## src/hw/scm_defs.svh

```systemverilog
// Constants for the supercap monitor command port
// Assumes a 125 MHz clock and word-level command framing
`ifndef SCM_DEFS_SVH
`define SCM_DEFS_SVH
`define SCM_CLK_HZ 125000000
`define SCM_CKSUM_MS 45
`define SCM_UNSEAL_WAIT_S 4
`define SCM_RST_HOLD_MS 2
`define SCM_CMD_VENDOR 8'h00
`define SCM_CMD_TEMP 8'h08
`define SCM_CMD_VOLT 8'h09
`define SCM_CMD_CURR 8'h0a
`define SCM_SUB_ID 16'h0001
`define SCM_SUB_FW 16'h0002
`define SCM_SUB_HW 16'h0003
`define SCM_SUB_CKSUM 16'h0004
`define SCM_SUB_SEAL 16'h0020
`define SCM_SUB_LIFE 16'h0021
`define SCM_SUB_FLT_ON 16'h0030
`define SCM_SUB_FLT_OFF 16'h0031
`define SCM_SUB_CHA_ON 16'h0032
`define SCM_SUB_CHA_OFF 16'h0033
`define SCM_SUB_CHB_OFF 16'h0034
`define SCM_SUB_LL_ON 16'h0037
`define SCM_SUB_LL_OFF 16'h0038
`define SCM_SUB_CAL 16'h0040
`define SCM_SUB_RESET 16'h0041
`define SCM_LIFE_OFF 16'h0000
`define SCM_LIFE_ON 16'h0001
`define SCM_VOLT_MAX 16'h4e20
`define SCM_RST_SEALED 1'b1
`define SCM_RST_LIFE 1'b1
`define SCM_OS_SS 0
`define SCM_OS_CAL 1
`define SCM_OS_CKB 2
`define SCM_OS_LIFE 3
`define SCM_OS_LOCK 4
`define SCM_OS_DIS 5
`endif

```

## src/hw/scm_pkg.sv

```systemverilog
// Types for the supercap monitor command port
// Assumes scm_defs.svh holds the numeric constants
package scm_pkg;
  typedef logic [15:0] scm_word_t;
  typedef enum logic [1:0] {
    SCM_ST_IDLE,
    SCM_ST_KEY2,
    SCM_ST_LIFE
  } scm_step_t;
endpackage

```

## src/hw/scm_timer.sv

```systemverilog
// One-shot down counter with a done pulse in its last busy cycle
// Assumes count is at least one
module scm_timer #(
  parameter int W = 32
) (
  input wire logic clk,
  input wire logic srst,
  input wire logic start,
  input wire logic [W-1:0] count,
  output logic busy,
  output logic done
);
  logic [W-1:0] cnt_q;

  initial begin
    if (W < 2) $error("scm_timer width too small");
  end

  always_ff @(posedge clk) begin
    if (srst) begin
      cnt_q <= '0;
    end else if (start && cnt_q == '0) begin
      cnt_q <= count;
    end else if (cnt_q != '0) begin
      cnt_q <= cnt_q - W'(1);
    end
  end

  assign busy = (cnt_q != '0);
  assign done = (cnt_q == W'(1));
endmodule

```

## src/hw/scm_checksum.sv

```systemverilog
// Byte sum over the whole nonvolatile store, one byte per cycle
// Assumes store_rdata follows store_addr by one clock
module scm_checksum #(
  parameter int DEPTH = 256,
  parameter int AW = 8
) (
  input wire logic clk,
  input wire logic srst,
  input wire logic start,
  output logic [AW-1:0] store_addr,
  input wire logic [7:0] store_rdata,
  output logic busy,
  output logic [15:0] sum
);
  logic [AW-1:0] addr_q;
  logic run_q;
  logic take_q;
  logic [15:0] sum_q;

  initial begin
    if (DEPTH < 2 || DEPTH > (1 << AW)) $error("scm_checksum depth");
  end

  always_ff @(posedge clk) begin
    if (srst) begin
      addr_q <= '0;
      run_q <= 1'b0;
    end else if (start && !busy) begin
      addr_q <= '0;
      run_q <= 1'b1;
    end else if (run_q) begin
      addr_q <= addr_q + AW'(1);
      run_q <= (addr_q != AW'(DEPTH - 1));
    end
  end

  always_ff @(posedge clk) begin
    if (srst) begin
      take_q <= 1'b0;
      sum_q <= '0;
    end else begin
      take_q <= run_q;
      if (start && !busy) begin
        sum_q <= '0;
      end else if (take_q) begin
        sum_q <= sum_q + {8'h00, store_rdata};
      end
    end
  end

  assign store_addr = addr_q;
  assign busy = run_q | take_q;
  assign sum = sum_q;
endmodule

```

## src/hw/scm_cmd_port.sv

```systemverilog
// Command port of the supercap monitor: vendor word and read words
// Assumes an upstream bus slave hands over whole words on clk
// Behaviour
// RULE_01: Subcommand 1 returns the part identity word
// RULE_02: Subcommand 2 returns major, minor firmware version
// RULE_03: Subcommand 3 returns stored hardware version byte
// RULE_04: Unsealed subcommand 4 starts checksum, done 45ms
// RULE_05: Checksum completes; vendor reads wait meanwhile
// RULE_06: Unsealed subcommand 0x20 seals the device
// RULE_07: Subcommand 0x21 controls logging and balancing
// RULE_08: Value 0 disables both, 1 enables both; code keeps balance_en on while discharge_req is set
// RULE_09: Unsealed 0x30 raises fault, 0x31 lowers it
// RULE_10: Unsealed 0x32 raises charge level A, 0x33 lowers
// RULE_11: Unsealed 0x33 raises level B, 0x34 lowers
// RULE_12: Unsealed 0x37 raises learn load, 0x38 lowers
// RULE_13: Unsealed 0x40 enters calibration mode
// RULE_14: Unsealed 0x41 resets, holding clock line low
// RULE_15: After reset discharge stack if above target
// RULE_16: Sealed, key one then key two unseals
// RULE_17: Failed unseal locks out retries for 4 s
// RULE_18: Extended result read back from vendor word
// RULE_19: Word 8 returns selected temperature source
// RULE_20: Word 9 returns stack voltage up to 20000
// RULE_21: Word 0x0a returns signed stack current
// RULE_22: Current inside dead band reads as zero
// RULE_23: Commands not allowed in this state are ignored
`include "scm_defs.svh"
module scm_cmd_port
  import scm_pkg::*;
#(
  parameter logic [15:0] PART_ID = 16'h5a5a, // Arbitrary value
  parameter logic [7:0] FW_MAJOR = 8'h01,
  parameter logic [7:0] FW_MINOR = 8'h00,
  parameter logic [15:0] KEY1 = 16'h1234,
  parameter logic [15:0] KEY2 = 16'h5678,
  parameter int STORE_DEPTH = 256,
  parameter int STORE_AW = 8,
  parameter int CKSUM_CYC = `SCM_CKSUM_MS * (`SCM_CLK_HZ / 1000),
  parameter int UNSEAL_WAIT_CYC = `SCM_UNSEAL_WAIT_S * `SCM_CLK_HZ,
  parameter int RST_HOLD_CYC = `SCM_RST_HOLD_MS * (`SCM_CLK_HZ / 1000)
) (
  input wire logic clk,
  input wire logic srst,
  input wire logic cmd_valid,
  input wire logic cmd_write,
  input wire logic [7:0] cmd_code,
  input wire logic [15:0] cmd_wdata,
  output logic rd_valid,
  output logic [15:0] rd_data,
  output logic scl_low_oe,
  output logic [STORE_AW-1:0] store_addr,
  input wire logic [7:0] store_rdata,
  input wire logic [7:0] hw_version_byte,
  input wire logic [15:0] temp_src0,
  input wire logic [15:0] temp_src1,
  input wire logic [15:0] temp_src2,
  input wire logic [15:0] temp_src3,
  input wire logic temp_source_sel_hi,
  input wire logic temp_source_sel_lo,
  input wire logic [15:0] stack_mv,
  input wire logic [15:0] stack_ma,
  input wire logic [15:0] deadband_ma,
  input wire logic [15:0] target_charge_voltage,
  output logic fault_out,
  output logic charge_level_out_a,
  output logic charge_level_out_b,
  output logic learn_load_enable_out,
  output logic calib_mode,
  output logic lifetime_log_en,
  output logic balance_en,
  output logic discharge_req,
  output logic [15:0] operation_state_word
);
  scm_step_t step_q;
  logic sealed_q, fault_q, cha_q, chb_q, ll_q, cal_q, life_q;
  logic after_rst_q, dis_q, pend_q, rd_valid_q;
  logic [15:0] last_sub_q, rd_data_q, os_q;
  logic hold_busy, hold_done, lock_busy, cks_busy, soft_rst;
  logic acc_wr, acc_ok, rd_req, unseal_fail;
  logic [15:0] cks_sum, rd_mux, temp_sel;
  logic [7:0] rd_code;
  logic [16:0] cur_mag;

  initial begin
    if (STORE_DEPTH + 2 > CKSUM_CYC) $error("checksum too slow");
    if (RST_HOLD_CYC < 1 || UNSEAL_WAIT_CYC < 1) $error("bad timing");
  end

  assign soft_rst = hold_done;
  assign acc_wr = cmd_valid && cmd_write && !hold_busy &&
                  cmd_code == `SCM_CMD_VENDOR;
  assign acc_ok = acc_wr && step_q == SCM_ST_IDLE && !sealed_q; // RULE_23
  assign rd_req = cmd_valid && !cmd_write && !hold_busy;
  assign unseal_fail = acc_wr && step_q == SCM_ST_KEY2 &&
                       cmd_wdata != KEY2;

  scm_timer #(.W(32)) u_hold (
    .clk(clk),
    .srst(srst),
    .start(acc_ok && cmd_wdata == `SCM_SUB_RESET), // RULE_14
    .count(32'(RST_HOLD_CYC)),
    .busy(hold_busy),
    .done(hold_done)
  );

  scm_timer #(.W(32)) u_lock (
    .clk(clk),
    .srst(srst),
    .start(unseal_fail), // RULE_17
    .count(32'(UNSEAL_WAIT_CYC)),
    .busy(lock_busy),
    .done()
  );

  scm_checksum #(.DEPTH(STORE_DEPTH), .AW(STORE_AW)) u_cks (
    .clk(clk),
    .srst(srst || soft_rst),
    .start(acc_ok && cmd_wdata == `SCM_SUB_CKSUM), // RULE_04
    .store_addr(store_addr),
    .store_rdata(store_rdata),
    .busy(cks_busy),
    .sum(cks_sum)
  );

  // Security state and two-step sequences
  always_ff @(posedge clk) begin
    if (srst || soft_rst) begin
      sealed_q <= `SCM_RST_SEALED;
      step_q <= SCM_ST_IDLE;
      life_q <= `SCM_RST_LIFE;
    end else if (acc_wr) begin
      unique case (step_q)
        SCM_ST_KEY2: begin
          if (cmd_wdata == KEY2) begin
            sealed_q <= 1'b0; // RULE_16
          end
          step_q <= SCM_ST_IDLE;
        end
        SCM_ST_LIFE: begin
          if (cmd_wdata == `SCM_LIFE_OFF) begin
            life_q <= 1'b0; // RULE_08
          end else if (cmd_wdata == `SCM_LIFE_ON) begin
            life_q <= 1'b1; // RULE_08
          end
          step_q <= SCM_ST_IDLE;
        end
        SCM_ST_IDLE: begin
          if (cmd_wdata == `SCM_SUB_LIFE) begin
            step_q <= SCM_ST_LIFE; // RULE_07
          end else if (sealed_q && !lock_busy && cmd_wdata == KEY1) begin
            step_q <= SCM_ST_KEY2; // RULE_16
          end else if (!sealed_q && cmd_wdata == `SCM_SUB_SEAL) begin
            sealed_q <= 1'b1; // RULE_06
          end
        end
        default: step_q <= SCM_ST_IDLE;
      endcase
    end
  end

  // Last subcommand, read back through the vendor word
  always_ff @(posedge clk) begin
    if (srst || soft_rst) begin
      last_sub_q <= '0;
    end else if (acc_wr && step_q == SCM_ST_IDLE) begin
      last_sub_q <= cmd_wdata; // RULE_18
    end
  end

  // Directly driven outputs
  always_ff @(posedge clk) begin
    if (srst || soft_rst) begin
      fault_q <= 1'b0;
      cha_q <= 1'b0;
      chb_q <= 1'b0;
      ll_q <= 1'b0;
      cal_q <= 1'b0;
    end else if (acc_ok) begin
      unique case (cmd_wdata)
        `SCM_SUB_FLT_ON: fault_q <= 1'b1; // RULE_09
        `SCM_SUB_FLT_OFF: fault_q <= 1'b0; // RULE_09
        `SCM_SUB_CHA_ON: cha_q <= 1'b1; // RULE_10
        `SCM_SUB_CHA_OFF: begin
          cha_q <= 1'b0; // RULE_10
          chb_q <= 1'b1; // RULE_11
        end
        `SCM_SUB_CHB_OFF: chb_q <= 1'b0; // RULE_11
        `SCM_SUB_LL_ON: ll_q <= 1'b1; // RULE_12
        `SCM_SUB_LL_OFF: ll_q <= 1'b0; // RULE_12
        `SCM_SUB_CAL: cal_q <= 1'b1; // RULE_13
        default: ;
      endcase
    end
  end

  // Discharge through balancing after any reset while above target
  always_ff @(posedge clk) begin
    if (srst || soft_rst) begin
      after_rst_q <= 1'b1;
      dis_q <= 1'b0;
    end else begin
      dis_q <= after_rst_q && target_charge_voltage < stack_mv; // RULE_15
      if (target_charge_voltage >= stack_mv) begin
        after_rst_q <= 1'b0;
      end
    end
  end

  // Read data selection
  always_comb begin
    unique case ({temp_source_sel_hi, temp_source_sel_lo})
      2'b00: temp_sel = temp_src0; // RULE_19
      2'b01: temp_sel = temp_src1;
      2'b10: temp_sel = temp_src2;
      2'b11: temp_sel = temp_src3;
    endcase
  end

  assign cur_mag = stack_ma[15] ? 17'(-{1'b1, stack_ma})
                                : {1'b0, stack_ma};
  assign rd_code = pend_q ? `SCM_CMD_VENDOR : cmd_code;

  always_comb begin
    rd_mux = '0;
    unique case (rd_code)
      `SCM_CMD_TEMP: rd_mux = temp_sel; // RULE_19
      `SCM_CMD_VOLT: begin
        rd_mux = (stack_mv > `SCM_VOLT_MAX) ? `SCM_VOLT_MAX
                                           : stack_mv; // RULE_20
      end
      `SCM_CMD_CURR: begin
        if (cur_mag > {1'b0, deadband_ma}) begin
          rd_mux = stack_ma; // RULE_21
        end else begin
          rd_mux = '0; // RULE_22
        end
      end
      `SCM_CMD_VENDOR: begin
        unique case (last_sub_q)
          `SCM_SUB_ID: rd_mux = PART_ID; // RULE_01
          `SCM_SUB_FW: rd_mux = {FW_MAJOR, FW_MINOR}; // RULE_02
          `SCM_SUB_HW: rd_mux = {8'h00, hw_version_byte}; // RULE_03
          `SCM_SUB_CKSUM: rd_mux = cks_sum; // RULE_04
          `SCM_SUB_LIFE: rd_mux = {15'h0000, life_q}; // RULE_07
          default: rd_mux = os_q;
        endcase
      end
      default: rd_mux = '0;
    endcase
  end

  // Read answer; vendor reads wait for a running checksum
  always_ff @(posedge clk) begin
    if (srst || soft_rst) begin
      pend_q <= 1'b0;
      rd_valid_q <= 1'b0;
      rd_data_q <= '0;
    end else begin
      rd_valid_q <= 1'b0;
      if (pend_q) begin
        if (!cks_busy) begin
          pend_q <= 1'b0; // RULE_05
          rd_valid_q <= 1'b1;
          rd_data_q <= rd_mux;
        end
      end else if (rd_req) begin
        if (cmd_code == `SCM_CMD_VENDOR && cks_busy) begin
          pend_q <= 1'b1; // RULE_05
        end else begin
          rd_valid_q <= 1'b1;
          rd_data_q <= rd_mux;
        end
      end
    end
  end

  // Operation state word
  always_ff @(posedge clk) begin
    if (srst) begin
      os_q <= '0;
    end else begin
      os_q <= '0;
      os_q[`SCM_OS_SS] <= sealed_q;
      os_q[`SCM_OS_CAL] <= cal_q;
      os_q[`SCM_OS_CKB] <= cks_busy;
      os_q[`SCM_OS_LIFE] <= life_q;
      os_q[`SCM_OS_LOCK] <= lock_busy;
      os_q[`SCM_OS_DIS] <= dis_q;
    end
  end

  assign rd_valid = rd_valid_q;
  assign rd_data = rd_data_q;
  assign scl_low_oe = hold_busy; // RULE_14
  assign fault_out = fault_q;
  assign charge_level_out_a = cha_q;
  assign charge_level_out_b = chb_q;
  assign learn_load_enable_out = ll_q;
  assign calib_mode = cal_q;
  assign lifetime_log_en = life_q; // RULE_07
  assign balance_en = life_q || dis_q; // RULE_15
  assign discharge_req = dis_q;
  assign operation_state_word = os_q;
endmodule

```

## config.mk

```make
export PLATFORM = sky130hd
export DESIGN_NAME = scm_cmd_port
export DESIGN_NICKNAME = d
export VERILOG_FILES = /design/src/hw/scm_pkg.sv /design/src/hw/scm_timer.sv /design/src/hw/scm_checksum.sv /design/src/hw/scm_cmd_port.sv
export VERILOG_INCLUDE_DIRS = /design/src /design/src/hw
export SDC_FILE = /design/constraint.sdc
export NUM_CORES = 1
export LEC_CHECK = 0
export ABC_AREA = 1
export BUFFER_PORTS_ARGS = -buffer_cell sky130_fd_sc_hd__buf_2
export CAP_MARGIN = 20
export CORE_UTILIZATION = 43
export CTS_BUF_LIST = sky130_fd_sc_hd__clkbuf_8 sky130_fd_sc_hd__clkbuf_16
export DETAILED_ROUTE_END_ITERATION = 10
export SYNTH_ARGS = -nofsm -noshare
export SYNTH_HDL_FRONTEND = slang
export SYNTH_HIERARCHICAL = 1
export SYNTH_SLANG_ARGS = --single-unit
```

## constraint.sdc

```tcl
create_clock -name clk -period 8.3 [get_ports clk]
set_input_delay 0 -clock clk [delete_from_list [all_inputs] [get_ports clk]]
set_output_delay 0 -clock clk [all_outputs]
set_load 0.01 [all_outputs]
```

=== Word-level counts from Yosys, hierarchy flattened ===
Index checks and enable logic that the tools add are counted.

* Bitwise logic cells: 1
* Add/subtract/negate cells: 5
* Equal/unequal tests: 38
* Magnitude comparators: 4
* Multiplexer cells: 39
* Reductions and logical operators: 56

{| class="wikitable"
|+ Operator list
! kind !! count
|-
| == test 16 x 6 -> 1 bit, second input constant || 10
|-
| one-hot mux 16 bit (4 select lines) || 2
|-
| 2-to-1 mux 16 bit || 6
|-
| one-hot mux 16 bit (5 select lines) || 1
|-
| logical NOT 32 bit || 2
|-
| nonzero test 32 bit || 2
|-
| subtractor 32 x 1 -> 32 bit, second input constant || 2
|-
| 2-to-1 mux 29 bit || 2
|-
| 2-to-1 mux 18 bit || 2
|-
| == test 16 x 1 -> 1 bit, second input constant || 2
|-
| == test 16 x 2 -> 1 bit, second input constant || 2
|-
| == test 16 x 3 -> 1 bit, second input constant || 2
|-
| == test 16 x 7 -> 1 bit, second input constant || 2
|-
| == test 32 x 1 -> 1 bit, second input constant || 1
|-
| == test 8 x 4 -> 1 bit, second input constant || 3
|-
| logical AND 1 bit || 19
|-
| nonzero test 2 bit || 9
|-
| > comparator 17 x 16 -> 1 bit || 1
|-
| 2-to-1 mux 17 bit || 1
|-
| negator 17 bit || 1
|-
| adder 16 x 8 -> 16 bit || 1
|-
| == test 16 x 13 -> 1 bit, second input constant || 1
|-
| == test 16 x 15 -> 1 bit, second input constant || 1
|-
| >= comparator 16 bit || 1
|-
| 24 further kinds || 67
|}

* Word-level logic and storage cells: 167
* Register bits after elaboration: 151
* Input port bits: 174
* Output and inout bits: 50

=== Depth between registers and ports, before layout ===
* Depth in word-level cells: 9
* Depth in mapped cells: 25
* Gate-level depth less buffers: 24

=== Cells and area by module ===
Netlist, hierarchy kept.

{| class="wikitable"
|+ By module, submodules not included
! module !! cells each !! area an instance (um^2) !! times used !! seq. area each (um^2)
|-
| scm_cmd_port || 847 || 5,034.8 || 1 || 1,021.0
|-
| scm_timer at u_hold || 389 || 2,317.2 || 1 || 640.6
|-
| scm_timer at u_lock || 358 || 2,197.1 || 1 || 640.6
|-
| scm_checksum || 238 || 1,641.6 || 1 || 520.5
|}

=== Worst setup path before layout ===
Ideal clock, no wire load.

* Kind: register -> register
* Start point: register u_hold.cnt_q[0]
* End point: register u_hold.cnt_q[23]
* Setup time: 0.128 ns
* Setup slack: 5.322 ns
* Buffers on the path: 4
* Required time: 8.172 ns
* Clock period less this slack: 2.978 ns
* Arrival: 2.850 ns
* Stages on the path, launching flop included: 20
* Cell sequence: dfxtp_1 inv_1 ha_1 nand2_4 nor2_4 nand3_4 nor3_1 nand2_1 nor2_1 nand2_2 nor3_2 buf_4 buf_6 nand3_1 nor3_1 buf_2 clkbuf_1 nand3b_1 nand3_1 nor2_1

* Cells in the longest elaborated chain, start to end: 9
* Elaborated cells between the ends (all ways): 11
* Classes of those cells: 1 x add/sub; 10 x reduce/logical

{| class="wikitable"
|+ RTL lines
! element !! RTL line !! text
|-
| from (decl) || scm_timer.sv:13 || <nowiki>logic [W-1:0] cnt_q;</nowiki>
|-
| from (signal assigned) || scm_timer.sv:23 || <nowiki>cnt_q <= count;</nowiki>
|-
| from (signal assigned) || scm_timer.sv:25 || <nowiki>cnt_q <= cnt_q - W'(1);</nowiki>
|-
| nonzero test 32 bit * || scm_timer.sv:29 || <nowiki>assign busy = (cnt_q != '0);</nowiki>
|-
| named net scl_low_oe || scm_cmd_port.sv:50 || <nowiki>output logic scl_low_oe,</nowiki>
|-
| logical NOT 1 bit || scm_cmd_port.sv:90 || <nowiki>assign acc_wr = cmd_valid && cmd_write && !hold_busy &&</nowiki>
|-
| logical AND 1 bit || scm_cmd_port.sv:90 ||
|-
| logical AND 1 bit (no source line) || - ||
|-
| logical AND 1 bit (2 in a row) || scm_cmd_port.sv:92 || <nowiki>assign acc_ok = acc_wr && step_q == SCM_ST_IDLE && !sealed_q;</nowiki>
|-
| logical AND 1 bit (no source line) || - ||
|-
| logical AND 1 bit || scm_timer.sv:22 || <nowiki>end else if (start && cnt_q == '0) begin</nowiki>
|-
| OR reduction 2 bit (no source line) || - ||
|}

Mark *: on every way through the listed nets, which the timed path passes. The rest lies on a longest branch.
A chain may end at the register's enable or synchronous reset.

=== Worst setup path after layout ===
* Start point: register u_hold.cnt_q[0]
* End point: register u_cks.sum_q[2], in the netlist u_cks/sum[2]

* Cells in the longest elaborated chain, start to end: 9
* Elaborated cells between the ends (all ways): 11
* Classes of those cells: 1 x eq/ne; 10 x reduce/logical

{| class="wikitable"
|+ RTL lines
! element !! RTL line !! text
|-
| nonzero test 32 bit || scm_timer.sv:29 ||
|-
| logical NOT 1 bit || scm_cmd_port.sv:90 ||
|-
| logical AND 1 bit || scm_cmd_port.sv:90 ||
|-
| logical AND 1 bit (no source line) || - ||
|-
| logical AND 1 bit (2 in a row) || scm_cmd_port.sv:92 ||
|-
| logical AND 1 bit (no source line) || - ||
|-
| logical AND 1 bit || scm_checksum.sv:43 || <nowiki>if (start && !busy) begin</nowiki>
|-
| OR reduction 2 bit (no source line) * || - ||
|-
| to (signal assigned) || scm_checksum.sv:46 || <nowiki>sum_q <= sum_q + {8'h00, store_rdata};</nowiki>
|-
| to (decl) || scm_checksum.sv:18 || <nowiki>logic [15:0] sum_q;</nowiki>
|}

Every way passes the cells marked *; elsewhere a longest branch is shown, timed or not.

==> reports/qor.csv <==
metric,value,unit
Worst Tran Pin Value,1040,ps
RSZ-0062 raised after global routing,false,
CTS Buf Count,17,
Leak,6.90,nW
final non-filler cell total,2455,
largest net degree at the start of global routing,49,
Synth Instances,1828,
I/O Pins,224,
crit path capture type,register,
cell area after synthesis,0.0112,mm²
vias per cell,4.93,
synth-to-layout area growth,20.4,%
Max-cap violations,0,
drt first pass iters,6,
max-slew violations,0,
placed cell count,2399,
Die Span Y,163,µm
Worst Setup Start Kind,register,
PostCTS Resize Cnt,0,
FMAX,249,MHz
hold_buf cts,24,
CTS tree,yes,
DRT iter0 DRCs,841,
Setup Buffers After CTS,0,
final worst path period share,48.4,%
Clock power frac,19.3,%
data required time of the worst path,8580,ps
Max IR drop VDD,0.000255,V
Slew headroom,30.6,%
htree depth,4,
sequential share of power,24.2,%
setup violators final,0,
worst r2r src,u_hold/cnt_q[0]$_SDFFE_PP0P_,
arrival time worst endpoint,4290,ps
HP Start,stack_ma[6],
Cells on Worst Hold Path,5,
Post-DP HPWL,28000,µm
final clock skew,17.4,ps
Setup TNS,0,ps
root buf cell,clkbuf_16,
combinational share of power,56.5,%
Hold Path Class,in -> reg,
Starting Density,44.1,%
total gr overflow,0,
Clock Sinks,141,
wire per inst,14.2,µm
Antenna Nets Post-Route,0,
Tmin final,4010,ps
outcome,completed,
final hold vios,0,
global placer's final weighted congestion,0.890,
Crit Path Class,reg -> reg,
vias in the first global route,11222,
antenna fix cells,0,
Tot Pwr,3.94,mW
Worst Path Max Fanout,20,
initial antenna violation count,0,
overall die width,163,µm
worst reg2reg path endpoint,u_cks/sum[2]$_SDFFE_PP0P_,
core area,0.0253,mm²
Synth Area per Inst,6.11,µm²
first-pass GRT wire length,55100,µm
num rows,58,
Final Cell Area,0.0134,mm²
Worst R2R Setup Slack,4290,ps
DRC violations left,0,
overall routed net length,34900,µm
hold endpoint,rd_data[6]$_SDFFE_PP0P_,
Ys Warns,6,
worst reg2reg path depth,17,
Longest Clk Path Bufs,2,
Die Footprint,0.0266,mm²
total number of vias,12097,
Clock transition at path regs,70,ps
Internal Dissipation,1.98,mW
Overall Global Routing Usage,26.4,%
"Cell Area, Placed",0.0126,mm²
IO Port Bufs,213,
share of post-route cells with drive strength above 1,16.5,%
fin nets,2332,
switch share,49.8,%
sw power,1.96,mW
Worst Hold Slack,21.5,ps
"Clk Latency, worst-skew pair",430,ps
pwr/cell area,294,mW/mm²
## worst max-delay path, cell delays in order (launching register included)
cell and delay (ps):
dfxtp_1 330, inv_1 110, ha_1 270, nand2_4 100, nor2_4 190, nand3_4 170
nor3_1 180, nand2_1 140, nor2_1 160, nand2_2 110, nor3_2 790, nand3_2 270
nor3b_1 410, nand3_2 150, nand2_4 180, inv_2 150, o21ai_1 100, a21oi_1 60
## sequential cells by signal, indices dropped and copies added, names as in the netlist, 2 cells and up
| name | cells |
|---|---|
| u_hold/cnt_q | 32 |
| u_lock/cnt_q | 32 |
| rd_data | 16 |
| u_cks/store_addr | 8 |
| operation_state_word | 6 |
| step_q | 2 |
| u_cks/sum | 16 |
| last_sub_q | 16 |
## stage by stage
| step | utilization (%) | setup WS (ps) |
|---|---|---|
| 2_1_floorplan | - | 5320 |
| 3_3_place_gp | 49.8 | 4420 |
| 3_5_place_dp | 49.8 | 4280 |
| 4_1_cts | 53.1 | 4250 |
| 5_1_grt | 53.1 | 3860 |
| 6_report | 53.1 | 4290 |
## worst max path at each step
stage | to | startpoint | cells after the start | slack (ps)
3_5_place_dp | u_cks/sum[2]$_SDFFE_PP0P_ | u_hold/cnt_q[0]$_SDFFE_PP0P_ | 17 | 4280
4_1_cts | u_cks/sum[2]$_SDFFE_PP0P_ | u_hold/cnt_q[0]$_SDFFE_PP0P_ | 17 | 4250
3_3_place_gp | u_cks/sum[2]$_SDFFE_PP0P_ | u_hold/cnt_q[0]$_SDFFE_PP0P_ | 17 | 4420
2_1_floorplan | u_hold/cnt_q[23]$_SDFFE_PP0P_ | u_hold/cnt_q[0]$_SDFFE_PP0P_ | 19 | 5320
6_report | u_cks/sum[2]$_SDFFE_PP0P_ | u_hold/cnt_q[0]$_SDFFE_PP0P_ | 17 | 4290
5_1_grt | u_cks/sum[2]$_SDFFE_PP0P_ | u_hold/cnt_q[0]$_SDFFE_PP0P_ | 17 | 3860
## per-layer routing
| metal | global-route usage, % | share of wire (%) |
|---|---|---|
| met1 | 31.5 | 43 |
| met5 | 0 | 0 |
| met2 | 46.8 | 48 |
| met4 | 9.94 | 3.2 |
| met3 | 4.67 | 5.2 |
## power by group through the flow
| stage | sequential (mW) | combinational (mW) | clock, mW |
|---|---|---|---|
| 3_5_place_dp | 0.967 | 2.20 | 0 |
| 2_1_floorplan | 0.931 | 1.74 | 0 |
| 4_1_cts | 0.954 | 2.22 | 0.781 |
| 5_1_grt | 0.976 | 2.54 | 0.810 |
| 6_report | 0.956 | 2.23 | 0.761 |
| 3_3_place_gp | 0.966 | 2.19 | 0 |
## cells in the final DEF, fill, tap and decap left out, types with 24 or more instances in the layout
cell,instances
inv_1,228
dfxtp_1,141
a21oi_1,98
nand2_1,491
ha_1,45
nor2_1,284
o21ai_0,66
conb_1,74
xor2_1,26
nand4_1,33
nand3_1,154
dlygate4sd3_1,24
buf_2,213
## area by class of cell
type                    instances  area, µm²
clock inverters                15        155
inverters                     242        908
repair buffers                243       1350
well taps                     330        413
multi-input cells            1467       7360
clock buffers                  17        425
flip-flops and latches        141       2820
fillers                      2674      11900
No activity file was read; power rests on OpenSTA's default activity.
